`src/hdl/misc_cfg_pkg.sv`:
```
// Constants for the miscellaneous configuration register bank.
// Assumes a byte-addressed configuration space with 32-bit aligned words.
package misc_cfg_pkg;
   localparam logic [7:0]  MISC_CFG_OFFSET      = 8'hf0;
   localparam logic [7:0]  PM_CAP_OFFSET        = 8'h46;
   localparam logic [31:0] MISC_CFG_RESET       = 32'h0000_0000;
   localparam logic [31:0] MISC_CFG_WR_MASK     = 32'h0000_801f;
   localparam logic [31:0] ALL_ONES_DATA        = 32'hffff_ffff;
   localparam int          COLD_SUPPORT_BIT     = 15;
   localparam int          PM_CAP_COLD_BIT      = 15;
   localparam int          NO_TGT_ABORT_BIT     = 4;
   localparam int          PIN_ROUTE_BIT        = 3;
   localparam int          LINK_GATE_BYP_BIT    = 2;
   localparam int          HOST_GATE_BYP_BIT    = 1;
   localparam int          KEEP_HOST_CLK_BIT    = 0;
   localparam int          SYNC_STAGES          = 2;
endpackage : misc_cfg_pkg

```
`src/hdl/misc_config_register.sv`:
```
// Miscellaneous configuration register and the logic its bits steer.
// Assumes a configuration target that hands over single-cycle read/write
// strobes on clk, and link-domain status arriving from another clock.
//
// Behaviour
// - Register sits at offset F0h and resets to all zeros.
// - Bits 31 to 16 read zero and ignore writes.
// - Bits 14 to 5 read zero.
// - Bit 15 drives the cold power-event bit of the capabilities register.
// - Bit 4 clear: access to stopped link domain ends in target abort.
// - Bit 4 set: such access completes normally returning all-ones data.
// - Link logic splits into host and link clock domains; stopped domain inactive.
// - Bit 3 set routes general pin 3 to serial clock, pin 2 to data.
// - Bit 3 set puts general pin 3 and 2 drivers in high impedance.
// - Bit 2 set bypasses link clock gating.
// - Bit 1 set bypasses host clock gating.
// - Bit 0 set always requests the host clock keeps running.
// - Bit 0 clear lets the host clock stop through clock-run.
`timescale 1ns/1ps
module misc_config_register
   import misc_cfg_pkg::*;
(
   input  wire logic        clk,
   input  wire logic        rst_n,
   input  wire logic        cfg_wr,
   input  wire logic        cfg_rd,
   input  wire logic [7:0]  cfg_addr,
   input  wire logic [3:0]  cfg_be,
   input  wire logic [31:0] cfg_wdata,
   output logic      [31:0] cfg_rdata,
   output logic             cfg_rack,
   output logic             pm_cap_cold_support,
   input  wire logic        link_access,
   input  wire logic        link_domain_active,
   output logic             link_target_abort,
   output logic             link_ones_complete,
   output logic             link_pass,
   output logic [31:0]      link_fill_data,
   input  wire logic        gpin3_in,
   input  wire logic        gpin2_in,
   input  wire logic        general_pin_3_out_req,
   input  wire logic        general_pin_2_out_req,
   input  wire logic        general_pin_3_drive_req,
   input  wire logic        general_pin_2_drive_req,
   output logic             gpin3_out,
   output logic             gpin3_oe_n,
   output logic             gpin2_out,
   output logic             gpin2_oe_n,
   output logic             general_pin_3_level,
   output logic             general_pin_2_level,
   output logic             two_wire_scl_in,
   output logic             two_wire_sda_in,
   output logic             link_clock_gate_bypass,
   output logic             host_clock_gate_bypass,
   input  wire logic        host_idle,
   output logic             host_clock_keep_req
);

   logic [31:0] misc_r;
   logic [31:0] misc_nxt;
   logic [31:0] rdata_r;
   logic [31:0] rdata_nxt;
   logic        rack_r;
   logic        rack_nxt;
   logic        hit;
   logic [31:0] be_mask;

   // Byte enables expand to a bit mask for the write merge
   function automatic logic [31:0] expand_be(input logic [3:0] be);
      logic [31:0] m;
      m = 32'h0000_0000;
      for (int i = 0; i < 4; i++)
      begin
         m[i*8 +: 8] = {8{be[i]}};
      end
      return m;
   endfunction : expand_be

   assign hit     = (cfg_addr == MISC_CFG_OFFSET);
   assign be_mask = expand_be(cfg_be) & MISC_CFG_WR_MASK;

   always_comb
   begin
      misc_nxt  = misc_r;
      rdata_nxt = 32'h0000_0000;
      rack_nxt  = cfg_rd;
      if (cfg_wr && hit)
      begin
         misc_nxt = (misc_r & ~be_mask) | (cfg_wdata & be_mask);
      end
      if (cfg_rd && hit)
      begin
         rdata_nxt = misc_r & MISC_CFG_WR_MASK;
      end
   end

   always_ff @(posedge clk)
   begin
      if (!rst_n)
      begin
         misc_r  <= MISC_CFG_RESET;
         rdata_r <= 32'h0000_0000;
         rack_r  <= 1'b0;
      end
      else
      begin
         misc_r  <= misc_nxt;
         rdata_r <= rdata_nxt;
         rack_r  <= rack_nxt;
      end
   end

   assign cfg_rdata = rdata_r;
   assign cfg_rack  = rack_r;

   // Link activity comes from the link clock domain, so it is resynchronised
   logic [SYNC_STAGES-1:0] act_sync_r;
   logic [SYNC_STAGES-1:0] pin_sync3_r;
   logic [SYNC_STAGES-1:0] pin_sync2_r;

   always_ff @(posedge clk)
   begin
      if (!rst_n)
      begin
         act_sync_r  <= '0;
         pin_sync3_r <= '1;
         pin_sync2_r <= '1;
      end
      else
      begin
         act_sync_r  <= {act_sync_r[0], link_domain_active};
         pin_sync3_r <= {pin_sync3_r[0], gpin3_in};
         pin_sync2_r <= {pin_sync2_r[0], gpin2_in};
      end
   end

   logic        link_up;
   logic        no_abort;
   logic        route;
   logic        abort_nxt;
   logic        ones_nxt;
   logic        pass_nxt;
   logic [31:0] fill_nxt;
   logic        abort_r;
   logic        ones_r;
   logic        pass_r;
   logic [31:0] fill_r;
   logic        p3_out_nxt;
   logic        p3_oe_n_nxt;
   logic        p2_out_nxt;
   logic        p2_oe_n_nxt;
   logic        keep_nxt;
   logic [9:0]  pin_r;

   assign link_up  = act_sync_r[SYNC_STAGES-1];
   assign no_abort = misc_r[NO_TGT_ABORT_BIT];
   assign route    = misc_r[PIN_ROUTE_BIT];

   always_comb
   begin
      abort_nxt   = 1'b0;
      ones_nxt    = 1'b0;
      pass_nxt    = 1'b0;
      fill_nxt    = 32'h0000_0000;
      if (link_access)
      begin
         if (link_up)
         begin
            pass_nxt = 1'b1;
         end
         else if (no_abort)
         begin
            ones_nxt = 1'b1;
            fill_nxt = ALL_ONES_DATA;
         end
         else
         begin
            abort_nxt = 1'b1;
         end
      end
      // Routed pins float so the external two-wire pull-ups own the wire
      p3_out_nxt  = route ? 1'b0 : general_pin_3_out_req;
      p3_oe_n_nxt = route ? 1'b1 : ~general_pin_3_drive_req;
      p2_out_nxt  = route ? 1'b0 : general_pin_2_out_req;
      p2_oe_n_nxt = route ? 1'b1 : ~general_pin_2_drive_req;
      // Clock-run keeps the clock while busy even with bit 0 clear
      keep_nxt    = misc_r[KEEP_HOST_CLK_BIT] | ~host_idle;
   end

   always_ff @(posedge clk)
   begin
      if (!rst_n)
      begin
         abort_r <= 1'b0;
         ones_r  <= 1'b0;
         pass_r  <= 1'b0;
         fill_r  <= 32'h0000_0000;
         pin_r   <= 10'h000;
      end
      else
      begin
         abort_r <= abort_nxt;
         ones_r  <= ones_nxt;
         pass_r  <= pass_nxt;
         fill_r  <= fill_nxt;
         pin_r   <= {misc_r[COLD_SUPPORT_BIT],
                     p3_out_nxt, p3_oe_n_nxt, p2_out_nxt, p2_oe_n_nxt,
                     misc_r[LINK_GATE_BYP_BIT],
                     misc_r[HOST_GATE_BYP_BIT],
                     keep_nxt,
                     route & pin_sync3_r[SYNC_STAGES-1],
                     route & pin_sync2_r[SYNC_STAGES-1]};
      end
   end

   logic gp_in3_r;
   logic gp_in2_r;

   always_ff @(posedge clk)
   begin
      if (!rst_n)
      begin
         gp_in3_r <= 1'b0;
         gp_in2_r <= 1'b0;
      end
      else
      begin
         gp_in3_r <= ~route & pin_sync3_r[SYNC_STAGES-1];
         gp_in2_r <= ~route & pin_sync2_r[SYNC_STAGES-1];
      end
   end

   assign link_target_abort      = abort_r;
   assign link_ones_complete     = ones_r;
   assign link_pass              = pass_r;
   assign link_fill_data         = fill_r;
   assign pm_cap_cold_support    = pin_r[9];
   assign gpin3_out              = pin_r[8];
   assign gpin3_oe_n             = pin_r[7];
   assign gpin2_out              = pin_r[6];
   assign gpin2_oe_n             = pin_r[5];
   assign link_clock_gate_bypass = pin_r[4];
   assign host_clock_gate_bypass = pin_r[3];
   assign host_clock_keep_req    = pin_r[2];
   assign two_wire_scl_in        = pin_r[1];
   assign two_wire_sda_in        = pin_r[0];
   assign general_pin_3_level    = gp_in3_r;
   assign general_pin_2_level    = gp_in2_r;
endmodule : misc_config_register

```
`config.mk`:
```
export PLATFORM = sky130hd
export DESIGN_NAME = misc_config_register
export DESIGN_NICKNAME = d
export VERILOG_FILES = /design/src/hdl/misc_cfg_pkg.sv /design/src/hdl/misc_config_register.sv
export SDC_FILE = /design/constraint.sdc
export NUM_CORES = 1
export LEC_CHECK = 0
export BUFFER_PORTS_ARGS = -buffer_cell sky130_fd_sc_hd__buf_2
export CAP_MARGIN = 0
export CORE_MARGIN = 3
export CORE_UTILIZATION = 35
export CTS_BUF_LIST = sky130_fd_sc_hd__clkbuf_8
export DETAILED_ROUTE_END_ITERATION = 7
export GPL_ROUTABILITY_DRIVEN = 1
export GPL_TIMING_DRIVEN = 1
export PLACE_DENSITY = 0.79
export SLEW_MARGIN = 25
export SYNTH_ARGS = -nofsm -noshare
export SYNTH_HDL_FRONTEND = slang
export SYNTH_SLANG_ARGS = --single-unit
```
`constraint.sdc`:
```
create_clock -name clk -period 1.9 [get_ports clk]
set_input_delay 0 -clock clk [delete_from_list [all_inputs] [get_ports clk]]
set_output_delay 0 -clock clk [all_outputs]
set_load 0.005 [all_outputs]
```
* Yosys cells after proc, flatten, opt, wreduce, memory -nomap -nowiden *
Cells that the tools add are included.

cells by class
  eq/ne operators = 1
  muxes and demuxes = 6
  bitwise operators = 15
  reductions and logical operators = 6

operators by type and width
  operator                                         count
  32-bit by 16-bit bitwise AND with 32-bit output  1
  32-bit bitwise AND                               1
  32-bit two-way mux                               1
  16-bit NOT with 32-bit output                    1
  32-bit bitwise OR                                1
  8-bit equality test (second input constant)      1
  1-bit NOT                                        6
  1-bit two-way mux                                5
  1-bit bitwise AND                                4
  2-bit AND reduction                              2
  3-bit OR reduction                               1
  1-bit logical AND                                2
  2-bit OR reduction                               1
  1-bit bitwise OR                                 1

storage, ports and cells
  register bits = 118
  input bits = 57
  word-level logic and storage cells = 43

* Longest topological paths before layout *
Gate-level depths: netlist of the first run.

  word-level depth = 3
  mapped depth = 3
  depth with buffers taken out = 3

* Worst setup path after synthesis of the first run *
Ideal clock, no wire load.

  path kind = register to output
  start point = register, netlist name link_fill_data[30]
  end point = output link_fill_data[0]
  arrival time = 1.046 ns
  required time = 1.900 ns
  path slack = 0.854 ns
  stages on the path, launching flop included = 2
  path buffers = 1
  cell sequence = dfxtp_1 buf_4

RTL lines
  what       RTL line                    RTL
  to (decl)  misc_config_register.sv:38  output logic [31:0] link_fill_data,

==> flow_summary.ini, run 1 <==
[synth]
async_reset_ff_share_pct = 0
netlist_area_mm2 = 0.00149
synthDistinctLibCells = 19
avgSynthCellArea_um2 = 9.91
yosys_warnings = 0
synth_edf_count = 0
synth-seq-cells = 34
ys_seq_area_share_pct = 45.8
ys.flop_type = dfxtp_1
synthCells = 150

[global_route]
grt_pass1_vias = 912
antenna_found_initial = 0
grt_max_degree = 34
grtUsageTotal_pct = 10.5
grt_pass1_wl_um = 4120
grt_overflow = 0

[timing]
rsz0062_at_grt = false
clock.fmax_mhz = 782
skew_ns = 0.00207
hold_viol_final = 0
drv_slew = 0
max-slew-margin-rel_pct = 53.9
min_period_over_period_pct = 67.3
worst_pin_slew_ns = 0.691
setup_ws_ns = 0.621
fin_crit_ns = 1.28
setup_viol = 0
fin_tns_setup_ns = 0

[power_and_ir_drop]
p_per_area_mw_per_mm2 = 741
p_seq_share_pct = 53.1
pwr-share-clk_pct = 39.0
power_mw = 1.38
comb_power_share_pct = 7.9
p_switching_uw = 302
p_sw_share_pct = 21.9
power.internal_mw = 1.08
vdd_drop_max_mv = 0.495
power.leakage_nw = 1.08

[worst_setup_path]
crit_required_ns = 1.90
cp_max_fo = 33
cp.buffers_inverters = 1
cp_slowest_stage_delay_ns = 0.77
cp.depth = 1
start_kind = flop
critical_path_class = reg -> out
reg2reg_depth = 2
critPathSlowestCell = dfxtp_1
crit_path_cell_trace = buf_2
cp_top_family = flip-flops
reg2reg_slack_ns = 1.11
rr_endpoint = general_pin_3_level$_SDFF_PN0_
end_kind = output port
worst-endpoint-arrival_ns = 1.28

[cells_and_area]
area_growth_pct = 25.5
drive_gt1_share_pct = 42.1
nets = 277
final_common_cell = buf_2
most-common-layout-cells = buf_2, dfxtp_1, conb_1
diodes = 0

[cts]
cts_tree = yes
clk_path_buf_depth = 2
cts-root-buf = clkbuf_8
clk_latency_ns = 0.28
cts_num_sinks = 34
htree_levels = 2
numCtsBuffers = 5
clk_pin_slew_worst_paths_ns = 0.07

[outcome]
status = finished clean

[placed_design]
io_buffers = 82
hpwlAfterDp_um = 1970
place_congestion = 0.688
dp_slack_ns = 0.879

[floorplan]
ioPinCount = 137
die_w_um = 71.2
die_height_um = 71.2
core-area_mm2 = 0.00406
die_area_mm2 = 0.00507
start_util_pct = 36.6
rows = 23

[run]
cap_viol_max_count = 0

[detailed_routing]
firstDrtPassIters = 3
drcViolationCount = 0
drt-total-wl_um = 2700
post_drt_via_cell_ratio = 3.92
initialDrtViolationCount = 8
antenna_left = 0
post_drt_wl_per_cell_um = 9.95
num_vias = 1062

[worst_hold_path]
hold_path_class = in -> reg
hp-start = cfg_be[1]
hold_path_depth = 3
-- stage by stage --
| stage | instances | utilization (%) | area (um2) | hold slack (ns) |
|---|---|---|---|---|
| final | 271 | 46.0 | 1870 | 0.0229 |
| after detailed placement | 247 | 39.7 | 1610 | 0.188 |
| after floorplan | 175 | - | 1580 | 0.0730 |
| after global routing | 271 | 46.0 | 1870 | 0.0290 |
| after global placement | 247 | 39.7 | 1610 | 0.187 |
| after CTS | 271 | 46.0 | 1870 | 0.0187 |
-- cells in the mapped netlist (2+ instances only) --
cell type  number  area, um2
buf_4          58        435
dfxtp_1        34        681
and2_1         13       81.3
nand2_1        13       48.8
mux2i_1         6       60.1
inv_1           5       18.8
nand2b_1        4       25.0
a21boi_0        3       22.5
and3_1          3       18.8
clkbuf_1        2       7.51
-- kinds of logic after synthesis --
family	Yosys count	synth area share, %
DFF	34	45.8
other	1	0.252
buffers and inverters	65	31.1
and+or+nand+nor	41	17.3
muxes	6	4.04
AOI/OAI and AO/OA	3	1.52
-- how the worst max path moves through the flow --
| stage | start | endpoint | slack [ns] |
|---|---|---|---|
| 2_1_floorplan | link_fill_data[30]$_SDFF_PP0_ | link_fill_data[0] | 0.85 |
| 3_3_place_gp | link_fill_data[30]$_SDFF_PP0_ | link_fill_data[11] | 0.90 |
| 3_5_place_dp | link_fill_data[30]$_SDFF_PP0_ | link_fill_data[14] | 0.88 |
| 4_1_cts | link_fill_data[30]$_SDFF_PP0_ | link_fill_data[11] | 0.55 |
| 5_1_grt | link_fill_data[30]$_SDFF_PP0_ | link_fill_data[23] | 0.47 |
| 6_report | link_fill_data[30]$_SDFF_PP0_ | link_fill_data[14] | 0.62 |
-- per-layer routing --
metal  up-vias  routed length [um]  global-route usage (%)
li1        526                   -                       -
met2        81                1350                    19.2
met4         0                  28                    4.38
met3         4                 354                    4.40
met1       451                 968                    10.3
met5         -                   0                       0
-- power groups by stage --
stage | clock, mW | combinational (mW) | sequential (mW)
after detailed placement | 0 | 0.0819 | 0.750
after CTS | 0.554 | 0.107 | 0.734
after floorplan | 0 | 0.0723 | 0.752
after global placement | 0 | 0.0800 | 0.749
final | 0.540 | 0.109 | 0.734
after global routing | 0.593 | 0.123 | 0.735
-- timing repair --
item,4_1_cts,5_1_grt
hold buffers,16,0
gates resized for setup,0,0
buffers inserted,0,0
hold endpoints to repair,18,0
-- cell type report --
type | instances | area (um2)
Tap cell | 50 | 62.6
Multi-Input combinational cell | 76 | 438
Fill cell | 400 | 2190
Inverter | 5 | 18.8
Sequential cell | 34 | 681
Timing Repair Buffer | 98 | 571
Clock buffer | 6 | 82.6
Clock inverter | 2 | 12.5
Power figures use the tool's default switching activity.
==> run 2: changes to the inputs <==
- clock period: 1.9 -> 1.3 ns (I/O delays scaled with it)
==> run 2 against run 1 <==
Design area increased by 3.0%. First-iteration DRC count increased by 25%. Register-to-register slack got worse by 0.63 ns. Utilization increased by 1.4 points. Worst setup slack got worse by 0.47 ns. Flip-flop and latch count unchanged. Highest routed layer unchanged. Clock skew increased by 0.0054 ns. Clock-buffer cell count decreased by 1. Critical endpoint is now pin_sync2_r[0]$_SDFF_PN1_. Wire length increased by 3.1%. Clock power increased by 68%. Total power increased by 55%.
==> flow_summary.ini, run 2 (same netlist as run 1, synthesis figures left out) <==
[floorplan]
die_area_mm2 = 0.00507
rows = 23
die_height_um = 71.2
ioPinCount = 137
start_util_pct = 36.6
core-area_mm2 = 0.00406
die_w_um = 71.2

[placed_design]
dp_slack_ns = 0.334
io_buffers = 82
place_congestion = 0.688
hpwlAfterDp_um = 1930
post_dp_cell_area_mm2 = 0.00163

[detailed_routing]
initialDrtViolationCount = 10
drt-total-wl_um = 2780
post_drt_wl_per_cell_um = 10.1
num_vias = 1077
drcViolationCount = 0
post_drt_via_cell_ratio = 3.90
antenna_left = 0
firstDrtPassIters = 4

[cts]
cts_resized = 0
cts_num_sinks = 34
postCtsSetupBuffers = 0
hold_buffers = 19
clk_latency_ns = 0.28
htree_levels = 2
clk_pin_slew_worst_paths_ns = 0.07
clk_path_buf_depth = 2
cts_tree = yes
cts-root-buf = clkbuf_8
numCtsBuffers = 5

[worst_setup_path]
critPathSlowestCell = dlygate4sd3_1
critical_path_class = in -> reg
crit_required_ns = 1.47
crit_path_cell_trace = dlygate4sd3_1 > buf_2 > nand2b_1 > dlygate4sd3_1
cp_slowest_stage_delay_ns = 0.54
critPathMostFrequentCell = dlygate4sd3_1
reg2reg_depth = 2
worst-endpoint-arrival_ns = 1.32
cp_max_fo = 1
start_kind = primary input
end_kind = flop

[global_route]
grt_overflow = 0
grt_max_degree = 34
grtUsageTotal_pct = 10.8
antenna_found_initial = 0
grt_pass1_wl_um = 4230
grt_pass1_vias = 941

[timing]
setup_viol = 0
drv_slew = 0
fin_tns_setup_ns = 0
holdWs_ns = 0.0312
skew_ns = 0.00749
rsz0062_at_grt = false
setup_ws_ns = 0.152
min_period_over_period_pct = 88.3
hold_viol_final = 0
fin_crit_ns = 1.15
clock.fmax_mhz = 871

[cells_and_area]
nets = 282
area_growth_pct = 29.3
most-common-layout-cells = buf_2, dfxtp_1, conb_1
diodes = 0
postLayoutCellArea_mm2 = 0.00192
final_common_cell = buf_2
nFillCells = 407
drive_gt1_share_pct = 41.2

[worst_hold_path]
hold_path_class = in -> reg
hold_path_depth = 3

[run]
cap_viol_max_count = 0

[power_and_ir_drop]
power.leakage_nw = 1.11
vdd_drop_max_mv = 0.748
p_per_area_mw_per_mm2 = 1120

[outcome]
status = finished clean
==> run 2: cell types whose count changed in the layout (fill, tap and decap cells not counted) <==
| cell | previous run | this run |
|---|---|---|
| buf_4 | 0 | 2 |
| inv_1 | 5 | 7 |
| clkbuf_8 | 6 | 5 |
| bufinv_16 | 0 | 1 |
| dlygate4sd3_1 | 16 | 19 |
| clkinv_2 | 1 | 0 |
| clkinvlp_4 | 1 | 0 |
==> run 2: final timing paths <==
kind / start / endpoint / slack [ns]
max reg2reg: flop / general_pin_3_level$_SDFF_PN0_ / 0.48
min reg2reg: pin_sync2_r[0]$_SDFF_PN1_ / pin_sync2_r[1]$_SDFF_PN1_ / 0.41
max: gpin2_in / pin_sync2_r[0]$_SDFF_PN1_ / 0.15
min: cfg_be[1] / flop / 0.03
==> run 2: power by group <==
group	switching [mW]	total [mW]	leakage, nW	internal (mW)
clock	0.350	0.907	0.0607	0.557
combinational	0.0736	0.170	0.775	0.0961
sequential	0.00610	1.07	0.278	1.07
total	0.429	2.15	1.11	1.72
==> run 2: critical path, delay by kind of cell <==
family        cells  cell delay, ns
buf+inv           3            1.20
simple gates      1            0.12
==> run 2: stage by stage <==
stage	utilization [%]	instances	power [mW]
final	47.4	276	2.15
after global routing	47.4	276	2.24
after CTS	47.4	276	2.16
after detailed placement	40.1	249	1.22
after global placement	40.1	249	1.21
after floorplan	-	175	1.20
==> run 2: area by class of cell <==
| cell class | count | area (um2) | share of cell area [%] |
|---|---|---|---|
| timing repair buffer | 103 | 616 | 32.0 |
| clock inverter | 3 | 37.5 | 1.95 |
| sequential | 34 | 681 | 35.4 |
| clock buffer | 5 | 68.8 | 3.58 |
| multi-input combinational | 76 | 438 | 22.8 |
| tap | 50 | 62.6 | 3.26 |
| inverter | 5 | 18.8 | 0.977 |
==> run 2: metal layers <==
layer  global-route usage, %  up-vias  wire length, um
met3                    3.84        4              349
met4                    3.76        0               25
li1                        -      533                -
met5                       0        -                0
met2                    19.3       82             1370
met1                    11.7      458             1030
==> run 3: changes to the inputs <==
- BUFFER_PORTS_ARGS: -buffer_cell sky130_fd_sc_hd__buf_2 -> -buffer_cell sky130_fd_sc_hd__buf_4
==> run 3 against run 2 <==
Clock-buffer cell count unchanged. Non-clock buffer count is 4 lower. Worst setup slack improved by 0.11 ns. Register-to-register slack barely moved. Design area up 8.9%. Clock skew is 0.0036 ns lower. First-iteration DRC count up 10%. Sequential power hardly changed. Combinational power up 13%. Sequential share of layout area decreased by 2.9 points. Wire length shrank 1.8%. Maximum frequency grew 11%.
==> flow_summary.ini, run 3 (same netlist as run 1, synthesis figures left out) <==
[outcome]
status = finished clean

[worst_hold_path]
hold_path_class = in -> reg
hold_path_depth = 2

[cts]
cts_tree = yes
htree_levels = 2
numCtsBuffers = 5
postCtsSetupBuffers = 0
clk_latency_ns = 0.28
cts_num_sinks = 34
cts-root-buf = clkbuf_8
clk_path_buf_depth = 2
clk_pin_slew_worst_paths_ns = 0.07

[worst_setup_path]
critical_path_class = in -> reg
cp_max_fo = 6
crit_required_ns = 1.47
critPathSlowestCell = dlygate4sd3_1
crit_path_cell_trace = dlygate4sd3_1 > buf_4 > and2_1 > and3_2 > and2_1
critPathMostFrequentCell = and2_1
end_kind = flop
reg2reg_depth = 2
start_kind = primary input
cp_slowest_stage_delay_ns = 0.53
worst-endpoint-arrival_ns = 1.21

[detailed_routing]
antenna_left = 0
num_vias = 1065
post_drt_via_cell_ratio = 3.92
drt-total-wl_um = 2730
post_drt_wl_per_cell_um = 10.0
drcViolationCount = 0
firstDrtPassIters = 4
initialDrtViolationCount = 11

[cells_and_area]
final_common_cell = buf_4
diodes = 0
most-common-layout-cells = buf_4, dfxtp_1, conb_1
drive_gt1_share_pct = 42.3
area_growth_pct = 40.7
nets = 278

[timing]
setup_ws_ns = 0.263
setup_viol = 0
min_period_over_period_pct = 79.8
clock.fmax_mhz = 964
drv_slew = 0
skew_ns = 0.00390
fin_crit_ns = 1.04
rsz0062_at_grt = false
holdWs_ns = 0.0285
hold_viol_final = 0
fin_tns_setup_ns = 0

[placed_design]
hpwlAfterDp_um = 2000
dp_slack_ns = 0.311
io_buffers = 82
place_congestion = 0.689

[global_route]
antenna_found_initial = 0
grt_pass1_wl_um = 4410
grt_pass1_vias = 1037
grtUsageTotal_pct = 11.0
grt_overflow = 0
grt_max_degree = 34

[power_and_ir_drop]
comb_power_share_pct = 8.8
p_sw_share_pct = 19.8
vdd_drop_max_mv = 0.701
p_per_area_mw_per_mm2 = 1040
power.internal_mw = 1.75
pwr-share-clk_pct = 41.9
p_seq_share_pct = 49.3
p_switching_uw = 431
power.leakage_nw = 1.12

[floorplan]
start_util_pct = 36.6
core-area_mm2 = 0.00406
die_height_um = 71.2
die_area_mm2 = 0.00507
rows = 23
die_w_um = 71.2
ioPinCount = 137

[run]
cap_viol_max_count = 0
## run 3: layout make-up
| cell class | instances | area, um2 |
|---|---|---|
| fill | 370 | 1970 |
| timing repair buffer | 99 | 783 |
| sequential | 34 | 681 |
| multi-input combinational | 76 | 438 |
| clock buffer | 5 | 68.8 |
| tap | 50 | 62.6 |
| clock inverter | 3 | 40.0 |
| inverter | 5 | 18.8 |
## run 3: per-stage QoR
step | std cells | power [mW] | utilization [%] | cell area [um2]
2_1_floorplan | 175 | 1.20 | - | 1580
3_3_place_gp | 248 | 1.24 | 44.9 | 1820
5_1_grt | 272 | 2.27 | 51.6 | 2090
6_report | 272 | 2.18 | 51.6 | 2090
3_5_place_dp | 248 | 1.25 | 44.9 | 1820
4_1_cts | 272 | 2.20 | 51.6 | 2090
## run 3: path summary, 6_finish.rpt
kind                                                 from                         to  slack (ns)
worst max register to register                       flop        pin_r[5]$_SDFF_PN0_        0.48
worst min register to register  pin_sync2_r[0]$_SDFF_PN1_  pin_sync2_r[1]$_SDFF_PN1_        0.41
worst min-delay path                                rst_n  pin_sync3_r[0]$_SDFF_PN1_        0.03
worst max-delay path                               cfg_rd    cfg_rdata[2]$_SDFF_PN0_        0.26
## run 3: power by group through the flow
stage / combinational [mW] / clock, mW / sequential, mW
floorplan: 0.106 / 0 / 1.10
global placement: 0.149 / 0 / 1.10
detailed placement: 0.151 / 0 / 1.10
CTS: 0.190 / 0.938 / 1.07
global route: 0.213 / 0.985 / 1.08
finish: 0.192 / 0.914 / 1.07
## run 3: per-layer routing
layer | up-vias | global-route usage, % | wire, um | part of all wire, %
met3 | 5 | 4.40 | 411 | 15
met2 | 83 | 19.9 | 1350 | 49
li1 | 527 | - | - | -
met4 | 0 | 5.01 | 31 | 1.1
met5 | - | 0 | 0 | 0
met1 | 450 | 11.0 | 940 | 34
## run 3: timing repair
action                    in CTS  in global routing
resized for setup              0                  0
hold buffers                  16                  0
hold endpoints to repair      18                  0
## run 3: critical path: cells and delay by family
| kind | cells | cell delay [ns] |
|---|---|---|
| and+or+nand+nor | 3 | 0.54 |
| buffers and inverters | 2 | 0.66 |
